## src/logic/iep_pkg.sv

```systemverilog
// Package with event numbers, priority table and carrier types of the event prioritizer.
package iep_pkg;

  localparam int IEP_EVENT_COUNT = 34;
  localparam int IEP_NUM_W = 6;
  localparam int IEP_RANK_W = 5;
  localparam int IEP_DIN_COUNT = 4;

  // Priority groups, highest first.
  localparam logic [1:0] IEP_GRP_COMM = 2'h0;
  localparam logic [1:0] IEP_GRP_DISCRETE = 2'h1;
  localparam logic [1:0] IEP_GRP_TIMED = 2'h2;

  // Event numbers.
  localparam logic [5:0] IEP_EV_DIN_BASE = 6'h00;
  localparam logic [5:0] IEP_EV_P0_RX_CHAR = 6'h08;
  localparam logic [5:0] IEP_EV_P0_TX_DONE = 6'h09;
  localparam logic [5:0] IEP_EV_PERIODIC_0 = 6'h0a;
  localparam logic [5:0] IEP_EV_PERIODIC_1 = 6'h0b;
  localparam logic [5:0] IEP_EV_FC0_MATCH = 6'h0c;
  localparam logic [5:0] IEP_EV_FC1_MATCH = 6'h0d;
  localparam logic [5:0] IEP_EV_FC1_DIR = 6'h0e;
  localparam logic [5:0] IEP_EV_FC1_RESET = 6'h0f;
  localparam logic [5:0] IEP_EV_FC2_MATCH = 6'h10;
  localparam logic [5:0] IEP_EV_FC2_DIR = 6'h11;
  localparam logic [5:0] IEP_EV_FC2_RESET = 6'h12;
  localparam logic [5:0] IEP_EV_PULSE0_DONE = 6'h13;
  localparam logic [5:0] IEP_EV_PULSE1_DONE = 6'h14;
  localparam logic [5:0] IEP_EV_TMR_A_DONE = 6'h15;
  localparam logic [5:0] IEP_EV_TMR_B_DONE = 6'h16;
  localparam logic [5:0] IEP_EV_P0_RX_MSG = 6'h17;
  localparam logic [5:0] IEP_EV_P1_RX_MSG = 6'h18;
  localparam logic [5:0] IEP_EV_P1_RX_CHAR = 6'h19;
  localparam logic [5:0] IEP_EV_P1_TX_DONE = 6'h1a;
  localparam logic [5:0] IEP_EV_FC0_DIR = 6'h1b;
  localparam logic [5:0] IEP_EV_FC0_RESET = 6'h1c;
  localparam logic [5:0] IEP_EV_FC4_MATCH = 6'h1d;
  localparam logic [5:0] IEP_EV_FC4_DIR = 6'h1e;
  localparam logic [5:0] IEP_EV_FC4_RESET = 6'h1f;
  localparam logic [5:0] IEP_EV_FC3_MATCH = 6'h20;
  localparam logic [5:0] IEP_EV_FC5_MATCH = 6'h21;

  typedef struct packed {
    logic [5:0] number;
    logic [1:0] group;
    logic [4:0] rank;
  } iep_entry_t;

  // Table in service order; equal ranks are broken by table position.
  localparam iep_entry_t IEP_TABLE [IEP_EVENT_COUNT] = '{
    '{IEP_EV_P0_RX_CHAR, IEP_GRP_COMM, 5'h00},
    '{IEP_EV_P0_TX_DONE, IEP_GRP_COMM, 5'h00},
    '{IEP_EV_P0_RX_MSG, IEP_GRP_COMM, 5'h00},
    '{IEP_EV_P1_RX_MSG, IEP_GRP_COMM, 5'h01},
    '{IEP_EV_P1_RX_CHAR, IEP_GRP_COMM, 5'h01},
    '{IEP_EV_P1_TX_DONE, IEP_GRP_COMM, 5'h01},
    '{IEP_EV_PULSE0_DONE, IEP_GRP_DISCRETE, 5'h00},
    '{IEP_EV_PULSE1_DONE, IEP_GRP_DISCRETE, 5'h01},
    '{6'h00, IEP_GRP_DISCRETE, 5'h02},
    '{6'h02, IEP_GRP_DISCRETE, 5'h03},
    '{6'h04, IEP_GRP_DISCRETE, 5'h04},
    '{6'h06, IEP_GRP_DISCRETE, 5'h05},
    '{6'h01, IEP_GRP_DISCRETE, 5'h06},
    '{6'h03, IEP_GRP_DISCRETE, 5'h07},
    '{6'h05, IEP_GRP_DISCRETE, 5'h08},
    '{6'h07, IEP_GRP_DISCRETE, 5'h09},
    '{IEP_EV_FC0_MATCH, IEP_GRP_DISCRETE, 5'h0a},
    '{IEP_EV_FC0_DIR, IEP_GRP_DISCRETE, 5'h0b},
    '{IEP_EV_FC0_RESET, IEP_GRP_DISCRETE, 5'h0c},
    '{IEP_EV_FC1_MATCH, IEP_GRP_DISCRETE, 5'h0d},
    '{IEP_EV_FC1_DIR, IEP_GRP_DISCRETE, 5'h0e},
    '{IEP_EV_FC1_RESET, IEP_GRP_DISCRETE, 5'h0f},
    '{IEP_EV_FC2_MATCH, IEP_GRP_DISCRETE, 5'h10},
    '{IEP_EV_FC2_DIR, IEP_GRP_DISCRETE, 5'h11},
    '{IEP_EV_FC2_RESET, IEP_GRP_DISCRETE, 5'h12},
    '{IEP_EV_FC3_MATCH, IEP_GRP_DISCRETE, 5'h13},
    '{IEP_EV_FC4_MATCH, IEP_GRP_DISCRETE, 5'h14},
    '{IEP_EV_FC4_DIR, IEP_GRP_DISCRETE, 5'h15},
    '{IEP_EV_FC4_RESET, IEP_GRP_DISCRETE, 5'h16},
    '{IEP_EV_FC5_MATCH, IEP_GRP_DISCRETE, 5'h17},
    '{IEP_EV_PERIODIC_0, IEP_GRP_TIMED, 5'h00},
    '{IEP_EV_PERIODIC_1, IEP_GRP_TIMED, 5'h01},
    '{IEP_EV_TMR_A_DONE, IEP_GRP_TIMED, 5'h02},
    '{IEP_EV_TMR_B_DONE, IEP_GRP_TIMED, 5'h03}
  };

  localparam iep_entry_t IEP_GRANT_RST = '{6'h00, 2'h0, 5'h00};

  typedef struct packed {
    logic rx_char;
    logic tx_done;
    logic rx_msg;
  } iep_port_t;

  typedef struct packed {
    logic preset_match;
    logic dir_change;
    logic ext_reset;
  } iep_counter_t;

  typedef struct packed {
    iep_port_t port0;
    iep_port_t port1;
    logic [1:0] pulse_train_output_done;
    iep_counter_t fast_counter_0;
    iep_counter_t fast_counter_1;
    iep_counter_t fast_counter_2;
    logic fast_counter_3_match;
    iep_counter_t fast_counter_4;
    logic fast_counter_5_match;
    logic [1:0] periodic;
    logic ms_delay_timer_a_done;
    logic ms_delay_timer_b_done;
  } iep_sources_t;

  typedef enum logic {IEP_ST_IDLE, IEP_ST_OFFER} iep_state_t;

endpackage : iep_pkg

```

## src/logic/iep_edge_detect.sv

```systemverilog
// Rising and falling edge detector for one synchronous digital input.
`timescale 1ns/1ps
module iep_edge_detect
  import iep_pkg::*;
(
  input wire logic clk,
  input wire logic resetn,
  input wire logic level,
  output logic rise,
  output logic fall
);

  logic prev_r;
  logic prev_nxt;
  logic armed_r;
  logic armed_nxt;

  always_comb
  begin
    prev_nxt = level;
    armed_nxt = 1'b1;
  end

  always_ff @(posedge clk)
  begin
    if (!resetn)
    begin
      prev_r <= 1'b0;
      armed_r <= 1'b0;
    end
    else
    begin
      prev_r <= prev_nxt;
      armed_r <= armed_nxt;
    end
  end

  // The first sample after reset only loads history, so a high input is not an edge.
  assign rise = armed_r & level & ~prev_r;
  assign fall = armed_r & ~level & prev_r;

endmodule : iep_edge_detect

```

## src/logic/iep_pend_flag.sv

```systemverilog
// Sticky pending flag with overrun tracking for one interrupt event.
`timescale 1ns/1ps
module iep_pend_flag
  import iep_pkg::*;
(
  input wire logic clk,
  input wire logic resetn,
  input wire logic raise,
  input wire logic clear,
  input wire logic overrun_clear,
  output logic pending,
  output logic overrun
);

  logic pend_r;
  logic pend_nxt;
  logic ovr_r;
  logic ovr_nxt;

  // A raise in the clearing cycle wins, so no event is lost.
  always_comb
  begin
    pend_nxt = raise | (pend_r & ~clear);
    ovr_nxt = (raise & pend_r & ~clear) | (ovr_r & ~overrun_clear);
  end

  always_ff @(posedge clk)
  begin
    if (!resetn)
    begin
      pend_r <= 1'b0;
      ovr_r <= 1'b0;
    end
    else
    begin
      pend_r <= pend_nxt;
      ovr_r <= ovr_nxt;
    end
  end

  assign pending = pend_r;
  assign overrun = ovr_r;

endmodule : iep_pend_flag

```

## src/logic/iep_prioritizer.sv

```systemverilog
// Interrupt event prioritizer: latches events and offers the winner to the dispatcher.
`timescale 1ns/1ps
module iep_prioritizer
  import iep_pkg::*;
#(
  parameter int EVENT_COUNT = IEP_EVENT_COUNT,
  parameter int DIN_COUNT = IEP_DIN_COUNT
)
(
  input wire logic clk,
  input wire logic resetn,
  input wire iep_sources_t sources,
  input wire logic [DIN_COUNT-1:0] digital_in,
  input wire logic [EVENT_COUNT-1:0] event_enable,
  input wire logic global_enable,
  input wire logic flush,
  input wire logic [EVENT_COUNT-1:0] overrun_clear,
  output logic irq_valid,
  input wire logic irq_ack,
  output iep_entry_t irq_grant,
  output logic [EVENT_COUNT-1:0] pending,
  output logic [EVENT_COUNT-1:0] overrun
);

  logic [EVENT_COUNT-1:0] ev_raise;
  logic [EVENT_COUNT-1:0] ev_take;
  logic [EVENT_COUNT-1:0] ev_clear;
  logic [DIN_COUNT-1:0] din_rise;
  logic [DIN_COUNT-1:0] din_fall;
  iep_state_t state_r;
  iep_state_t state_nxt;
  iep_entry_t grant_r;
  iep_entry_t grant_nxt;
  iep_entry_t winner;
  logic winner_found;

  // Communications sources.
  always_comb
  begin
    ev_raise = '0;
    ev_raise[IEP_EV_P0_RX_CHAR] = sources.port0.rx_char;
    ev_raise[IEP_EV_P0_TX_DONE] = sources.port0.tx_done;
    ev_raise[IEP_EV_P0_RX_MSG] = sources.port0.rx_msg;
    ev_raise[IEP_EV_P1_RX_MSG] = sources.port1.rx_msg;
    ev_raise[IEP_EV_P1_RX_CHAR] = sources.port1.rx_char;
    ev_raise[IEP_EV_P1_TX_DONE] = sources.port1.tx_done;
    // Discrete sources.
    ev_raise[IEP_EV_PULSE0_DONE] = sources.pulse_train_output_done[0];
    ev_raise[IEP_EV_PULSE1_DONE] = sources.pulse_train_output_done[1];
    ev_raise[IEP_EV_FC0_MATCH] = sources.fast_counter_0.preset_match;
    ev_raise[IEP_EV_FC0_DIR] = sources.fast_counter_0.dir_change;
    ev_raise[IEP_EV_FC0_RESET] = sources.fast_counter_0.ext_reset;
    ev_raise[IEP_EV_FC1_MATCH] = sources.fast_counter_1.preset_match;
    ev_raise[IEP_EV_FC1_DIR] = sources.fast_counter_1.dir_change;
    ev_raise[IEP_EV_FC1_RESET] = sources.fast_counter_1.ext_reset;
    ev_raise[IEP_EV_FC2_MATCH] = sources.fast_counter_2.preset_match;
    ev_raise[IEP_EV_FC2_DIR] = sources.fast_counter_2.dir_change;
    ev_raise[IEP_EV_FC2_RESET] = sources.fast_counter_2.ext_reset;
    ev_raise[IEP_EV_FC3_MATCH] = sources.fast_counter_3_match;
    ev_raise[IEP_EV_FC4_MATCH] = sources.fast_counter_4.preset_match;
    ev_raise[IEP_EV_FC4_DIR] = sources.fast_counter_4.dir_change;
    ev_raise[IEP_EV_FC4_RESET] = sources.fast_counter_4.ext_reset;
    ev_raise[IEP_EV_FC5_MATCH] = sources.fast_counter_5_match;
    // Timed sources.
    ev_raise[IEP_EV_PERIODIC_0] = sources.periodic[0];
    ev_raise[IEP_EV_PERIODIC_1] = sources.periodic[1];
    ev_raise[IEP_EV_TMR_A_DONE] = sources.ms_delay_timer_a_done;
    ev_raise[IEP_EV_TMR_B_DONE] = sources.ms_delay_timer_b_done;
    // Digital input edges: rising is the even number, falling the odd one.
    for (int k = 0; k < DIN_COUNT; k++)
    begin
      ev_raise[IEP_EV_DIN_BASE + 6'(2 * k)] = din_rise[k];
      ev_raise[IEP_EV_DIN_BASE + 6'(2 * k + 1)] = din_fall[k];
    end
  end

  genvar gi;
  generate
    for (gi = 0; gi < DIN_COUNT; gi++)
    begin : g_din
      iep_edge_detect u_edge (
        .clk(clk),
        .resetn(resetn),
        .level(digital_in[gi]),
        .rise(din_rise[gi]),
        .fall(din_fall[gi])
      );
    end
  endgenerate

  // Detached events are dropped at the door rather than queued behind the mask.
  assign ev_take = ev_raise & event_enable;

  // The offered event is retired on acknowledge; flush empties every pending flag at once.
  always_comb
  begin
    ev_clear = {EVENT_COUNT{flush}};
    if ((state_r == IEP_ST_OFFER) && irq_ack)
    begin
      ev_clear[grant_r.number] = 1'b1;
    end
  end

  generate
    for (gi = 0; gi < EVENT_COUNT; gi++)
    begin : g_pend
      iep_pend_flag u_flag (
        .clk(clk),
        .resetn(resetn),
        .raise(ev_take[gi]),
        .clear(ev_clear[gi]),
        .overrun_clear(overrun_clear[gi]),
        .pending(pending[gi]),
        .overrun(overrun[gi])
      );
    end
  endgenerate

  // Walking the table in service order gives group first, then rank.
  always_comb
  begin
    winner = IEP_GRANT_RST;
    winner_found = 1'b0;
    for (int i = 0; i < IEP_EVENT_COUNT; i++)
    begin
      if (!winner_found && pending[IEP_TABLE[i].number])
      begin
        winner = IEP_TABLE[i];
        winner_found = 1'b1;
      end
    end
  end

  // A winner is frozen while offered; a later higher event waits for the next offer.
  always_comb
  begin
    state_nxt = state_r;
    grant_nxt = grant_r;
    case (state_r)
      IEP_ST_IDLE:
      begin
        if (global_enable && winner_found && !flush)
        begin
          grant_nxt = winner;
          state_nxt = IEP_ST_OFFER;
        end
      end
      IEP_ST_OFFER:
      begin
        if (irq_ack || flush)
        begin
          state_nxt = IEP_ST_IDLE;
        end
      end
      default:
      begin
        state_nxt = IEP_ST_IDLE;
      end
    endcase
  end

  always_ff @(posedge clk)
  begin
    if (!resetn)
    begin
      state_r <= IEP_ST_IDLE;
      grant_r <= IEP_GRANT_RST;
    end
    else
    begin
      state_r <= state_nxt;
      grant_r <= grant_nxt;
    end
  end

  assign irq_valid = (state_r == IEP_ST_OFFER);
  assign irq_grant = grant_r;

endmodule : iep_prioritizer

```

## config.mk

```make
export PLATFORM = sky130hd
export DESIGN_NAME = iep_prioritizer
export DESIGN_NICKNAME = d
export VERILOG_FILES = /design/src/logic/iep_pkg.sv /design/src/logic/iep_edge_detect.sv /design/src/logic/iep_pend_flag.sv /design/src/logic/iep_prioritizer.sv
export SDC_FILE = /design/constraint.sdc
export NUM_CORES = 1
export LEC_CHECK = 0
export BUFFER_PORTS_ARGS = -buffer_cell sky130_fd_sc_hd__buf_2
export CAP_MARGIN = 25
export CORE_MARGIN = 1
export CORE_UTILIZATION = 49
export CTS_BUF_LIST = sky130_fd_sc_hd__clkbuf_16
export DETAILED_ROUTE_END_ITERATION = 10
export PLACE_DENSITY = 0.81
export SKIP_LAST_GASP = 1
export SYNTH_ARGS = -nofsm -noshare
export SYNTH_HDL_FRONTEND = slang
export SYNTH_SLANG_ARGS = --single-unit
```

## constraint.sdc

```tcl
create_clock -name clk -period 2.36 [get_ports clk]
set_input_delay 0.472 -clock clk [delete_from_list [all_inputs] [get_ports clk]]
set_output_delay 0.472 -clock clk [all_outputs]
set_load 0.01 [all_outputs]
```

* Word-level counts from Yosys, hierarchy flattened
Cells that the tools add are included.
** Storage, ports and cells
- Bits of input ports :: 103
- Word-level logic and storage cells :: 526
- Register bits after elaboration :: 87
** Operators by class
- Order comparisons :: 2
- Reductions and logical operators :: 73
- Muxes and demuxes :: 75
- Bitwise logic cells :: 299
** Operators by type and width (count)
- 13-bit two-way mux :: 33
- 1-bit bitwise AND :: 152
- 1-bit NOT :: 77
- 1-bit bitwise OR :: 68
- 1-bit two-way mux :: 38
- 1-bit logical AND :: 37
- 34-bit bitwise AND :: 1
- 1-bit logical NOT :: 34
- 34-bit two-way mux :: 1
- 34-bit bitwise OR :: 1
- 11-bit two-way mux :: 1
- 6-bit by 7-bit < comparator with 1-bit output (second input constant) :: 1
- 1-bit demux with 6-bit select :: 1
- 6-bit by 1-bit >= comparator with 1-bit output (second input constant) :: 1
- 1-bit one-hot mux with 2 select lines :: 1
- 2-bit AND reduction :: 1
- 1-bit logical OR :: 1

* Logic depth before layout (Yosys ltp)
- Word-level depth :: 104
- Mapped depth :: 7
- Gate-level depth less buffers :: 5

* Cells and area by module
Synthesis repeated with hierarchy kept, for this count alone.
** Second synthesis, totals
- Cell total of the unflattened synthesis :: 505
- Area total of the unflattened synthesis :: 4486.8 um^2
** Modules (own cells, without submodules)
- iep_pend_flag :: cells an instance 6, area an instance 71.3 um^2, instances 34
- iep_prioritizer :: cells an instance 281, area an instance 1801.7 um^2, instances 1
- iep_edge_detect :: cells an instance 5, area an instance 65.1 um^2, instances 4

* Least setup slack after synthesis
OpenSTA, ideal clock, no wires.
- Path type :: register -> register
- Start point :: register g_pend[23].u_flag.pend_r
- End point :: register grant_r (netlist bit irq_grant[7])
- Setup time :: 133 ps
- Data arrival time :: 1676 ps
- Cell stages (with the launch flop) :: 8
- Slack :: 551 ps
- Buffers on the path :: 2
- Period minus slack after synthesis :: 1809 ps
- Cell sequence :: dfxtp_1 or4_4 and4b_1 buf_4 a31oi_4 buf_2 o21ai_0 a31oi_1
** Between the ends
- Longest elaborated chain between the ends :: 98
- Elaborated cells between the ends (all ways) :: 130
- Classes of those cells :: 64 x mux; 66 x reduce/logical
** RTL lines
- start: declaration :: RTL line iep_pend_flag.sv:15 : logic pend_r;
- start signal: assignment :: RTL line iep_pend_flag.sv:36 : pend_r <= pend_nxt;
- 1-bit logical AND * :: RTL line iep_prioritizer.sv:126 : if (!winner_found && pending[IEP_TABLE[i].number])
- 1-bit two-way mux :: RTL line iep_prioritizer.sv:126
- 1-bit logical NOT :: RTL line iep_prioritizer.sv:126
- 1-bit logical AND :: RTL line iep_prioritizer.sv:126
- 1-bit two-way mux :: RTL line iep_prioritizer.sv:126
- 1-bit logical NOT :: RTL line iep_prioritizer.sv:126
- 1-bit logical AND :: RTL line iep_prioritizer.sv:126
- 1-bit two-way mux :: RTL line iep_prioritizer.sv:126
- [81 not listed]
- 1-bit logical NOT :: RTL line iep_prioritizer.sv:126
- 1-bit logical AND :: RTL line iep_prioritizer.sv:126
- 1-bit two-way mux :: RTL line iep_prioritizer.sv:126
- 1-bit logical NOT :: RTL line iep_prioritizer.sv:126
- 1-bit logical AND :: RTL line iep_prioritizer.sv:126
- 1-bit two-way mux :: RTL line iep_prioritizer.sv:126
- 1-bit logical AND (2 in a row) :: RTL line iep_prioritizer.sv:142 : if (global_enable && winner_found && !flush)
- 2-bit AND reduction (no source line)
- end signal: assignment :: RTL line iep_prioritizer.sv:172 : grant_r <= grant_nxt;
- end: declaration :: RTL line iep_prioritizer.sv:32 : iep_entry_t grant_r;
Every way passes the cells marked *; elsewhere a longest branch is shown, timed or not.
A chain may end at the register's enable or synchronous reset.

* Worst setup path after layout
- Start point :: register g_pend[19].u_flag.pend_r
- End point :: register grant_r (netlist bit irq_grant[5])
** Between the ends
- Longest elaborated chain between the ends :: 86
- Elaborated cells between the ends (all ways) :: 114
- Classes of those cells :: 56 x mux; 58 x reduce/logical
** RTL lines (RTL line)
- start: declaration :: iep_pend_flag.sv:15
- start signal: assignment :: iep_pend_flag.sv:36
- 1-bit logical AND * :: iep_prioritizer.sv:126
- 1-bit two-way mux :: iep_prioritizer.sv:126
- 1-bit logical NOT :: iep_prioritizer.sv:126
- 1-bit logical AND :: iep_prioritizer.sv:126
- 1-bit two-way mux :: iep_prioritizer.sv:126
- 1-bit logical NOT :: iep_prioritizer.sv:126
- 1-bit logical AND :: iep_prioritizer.sv:126
- 1-bit two-way mux :: iep_prioritizer.sv:126
- [69 not listed]
- 1-bit logical NOT :: iep_prioritizer.sv:126
- 1-bit logical AND :: iep_prioritizer.sv:126
- 1-bit two-way mux :: iep_prioritizer.sv:126
- 1-bit logical NOT :: iep_prioritizer.sv:126
- 1-bit logical AND :: iep_prioritizer.sv:126
- 1-bit two-way mux :: iep_prioritizer.sv:126
- 1-bit logical AND (2 in a row) :: iep_prioritizer.sv:142
- 2-bit AND reduction (no source line)
Marked as above.

==> impl_metrics.json <==
{
  "wl_per_cell_um": 18.0,
  "multi_input_area_um2": 2110,
  "core_area_um2": 8890,
  "seq_area_frac_synth_pct": 37.9,
  "fillers": 792,
  "cts_tree": "done",
  "dieArea_um2": 9780,
  "start_kind": "register",
  "p_switching_mw": 1.00,
  "synth_cell_types": 62,
  "synth_edf_count": 0,
  "pre_cts_ws_ps": 251,
  "slew_headroom_pct": 49.2,
  "holdBufCountCts": 0,
  "drtPass1Iterations": 5,
  "ys_async_sr_fraction_pct": 0,
  "drc": 0,
  "grt_pass1_wl_mm": 22.5,
  "fin_nets": 782,
  "die_x_um": 98.9,
  "hp-class": "in -> reg",
  "synth_area_um2": 4600,
  "worstSkewPairLatency_ps": 340,
  "postSynthNetCount": 657,
  "synth.avg_cell_area_um2": 8.30,
  "area_growth_pct": 19.5,
  "numCtsBuffers": 9,
  "fin_ws_ps": 205,
  "power.share.switching_pct": 28.0,
  "final_layout_size_suffix_gt1_share_pct": 34.9,
  "power_frac_clock_pct": 40.0,
  "cts_resized": 0,
  "status": "finished clean",
  "skew_ps": 6.53,
  "max_cap_viol_count": 0,
  "h-tree-depth": 3,
  "path_max_fanout": 20,
  "min_period_over_period_pct": 91.3,
  "hpwl_mm": 11.1,
  "ir_drop_uv": 381,
  "die_y_um": 98.9,
  "power_frac_seq_pct": 44.3,
  "cts_sinks": 87,
  "post_cts_buffers": 0,
  "vias": 4490,
  "gp_congestion": 1.03,
  "ys_warn_count": 0,
  "endpoint_kind": "register",
  "fin_crit_ps": 2150,
  "synth_seq_cells": 87,
  "grt_pass1_vias": 4343,
  "synth_flop_cell": "dfxtp_1",
  "wl_mm": 14.2,
  "portBuffers": 184,
  "start_util_pct": 51.7,
  "grt_max_degree": 42,
  "hold_violations": 0,
  "finalSetupViolCount": 0,
  "num_rows": 34,
  "regArea_um2": 1740,
  "combPwrFrac_pct": 15.7,
  "n_antenna_cell": 0,
  "fmax_mhz": 464,
  "grt_overflow_total": 0,
  "worst_slew_pin_slew_ps": 751,
  "final.setup.tns_ps": 0,
  "max-clock-path-buffers": 2,
  "clockRootBuffer": "clkbuf_16",
  "rrSetupSlack_ps": 210,
  "slew_violations": 0,
  "viasPerCell": 5.67,
  "criticalPathCategory": "reg -> reg",
  "drt_iter0_drc": 258,
  "p_leak_nw": 2.41,
  "ant_nets": 0,
  "track_usage_pct": 29.8,
  "rsz0062_at_grt": "false",
  "cp.arrival_ps": 2360,
  "grt_antenna_before_repair": 0,
  "io_pins": 185,
  "powerDensity_nw_per_um2": 653,
  "p_int_mw": 2.58,
  "clk_pin_slew_ps": 70,
  "syn_inst": 554,
  "required_ps": 2560
}
## layout by cell type (no fill, tap or decap), drive strengths merged, types with 3 or more instances in the layout
| master | n |
|---|---|
| a21oi | 48 |
| o21ai | 20 |
| nand3 | 9 |
| o311ai | 4 |
| dfxtp | 87 |
| buf | 200 |
| o31ai | 3 |
| o22ai | 28 |
| nor2b | 6 |
| and3 | 3 |
| nand2 | 41 |
| or2 | 5 |
| nor4 | 8 |
| and2 | 32 |
| nor3 | 7 |
| a211oi | 5 |
| clkinv | 3 |
| o211ai | 26 |
| a211o | 3 |
| nor2 | 27 |
| clkbuf | 9 |
| a31oi | 10 |
| o21bai | 3 |
| nand2b | 14 |
| inv | 43 |
| nand4b | 9 |
## final timing paths
check	endpoint	cells after the start	startpoint
setup / recovery	irq_grant[5]$_SDFFE_PN0P_	5	g_pend[19].u_flag.pending$_SDFF_PN0_
hold / removal	g_din[2].u_edge.prev_r$_SDFF_PN0_	2	digital_in[2]
setup reg to reg	irq_grant[5]$_SDFFE_PN0P_	5	g_pend[19].u_flag.pending$_SDFF_PN0_
hold reg to reg	g_pend[33].u_flag.overrun$_SDFF_PN0_	2	g_pend[33].u_flag.overrun$_SDFF_PN0_
## synth_stat cells (all sizes together), types with 2 or more instances
master | count | share of area, %
dfxtp | 87 | 38
buf | 72 | 12
a21oi | 48 | 5.5
inv | 42 | 3.4
nand2 | 41 | 3.3
and2 | 32 | 4.4
o22ai | 28 | 3.8
nor2 | 27 | 2.2
o211ai | 26 | 4.2
o21ai | 20 | 2.3
clkbuf | 14 | 1.1
nand2b | 14 | 2.2
a31oi | 10 | 1.7
nand3 | 9 | 0.98
nand4b | 9 | 2.0
nor4 | 8 | 1.8
nor3 | 7 | 0.76
nor2b | 6 | 0.98
a211oi | 5 | 0.93
or2 | 5 | 0.68
o311ai | 4 | 0.76
a211o | 3 | 0.57
and3 | 3 | 0.41
o21bai | 3 | 0.49
o31ai | 3 | 0.49
a22oi | 2 | 0.33
and4b | 2 | 0.44
mux2i | 2 | 0.44
nand3b | 2 | 0.33
nor3b | 2 | 0.33
o21a | 2 | 0.33
## power groups by stage
stage / Sequential, mW / Combinational, mW / Clock [mW]
detailed placement: 1.62 / 0.553 / 0
CTS: 1.59 / 0.555 / 1.43
global route: 1.59 / 0.612 / 1.51
floorplan: 1.60 / 0.341 / 0
global placement: 1.61 / 0.552 / 0
finish: 1.59 / 0.564 / 1.43
## state kept, by name, summed over array words and instances, names as in the netlist
| register | count |
|---|---|
| g_pend.u_flag.overrun | 34 |
| g_din.u_edge.armed_r | 1 |
| irq_grant | 13 |
| g_pend.u_flag.pending | 34 |
| g_din.u_edge.prev_r | 4 |
| irq_valid | 1 |
## critical path, stage by stage, from the launching register on
cell,delay (ps)
dfxtp_1,350
or4_4,570
and4b_1,470
a31oi_4,300
o21ai_0,260
a31oi_1,60
## logic make-up (layout without fill, tap and decap cells)
| logic type | after synthesis | count (layout) | synth area share, % |
|---|---|---|---|
| AO/OA/AOI/OAI | 163 | 163 | 23.2 |
| buffers and inverters | 128 | 258 | 16.3 |
| flip-flops | 87 | 87 | 37.9 |
| multiplexers | 2 | 2 | 0.435 |
| AND/OR/NAND/NOR | 174 | 174 | 22.2 |
## per-stage QoR
step                      std cells  utilization, %  instance area [um2]  hold slack (ps)  total power [mW]
final                           792            61.8                 5490              351              3.59
after detailed placement        776            58.4                 5200              465              2.17
after floorplan                 554               -                 4600              450              1.94
after global placement          776            58.4                 5200              457              2.17
after global routing            792            61.8                 5490              351              3.71
after CTS                       792            61.8                 5490              349              3.57
## per-layer routing
layer	vias up	GRT usage (%)	part of all wire, %
li1	2142	-	-
met5	-	0	0
met4	0	8.15	1.8
met2	223	49.8	47
met3	24	7.52	8.4
met1	2101	38.1	43
## area by class of cell
cell class | instances | share of cell area, %
clock buffer | 9 | 4.10
clock inverter | 7 | 1.30
inverter | 42 | 2.87
multi-input combinational | 339 | 38.4
sequential | 87 | 31.7
tap | 108 | 2.46
timing repair buffer | 200 | 19.2
No activity file was read; power rests on OpenSTA's default activity.
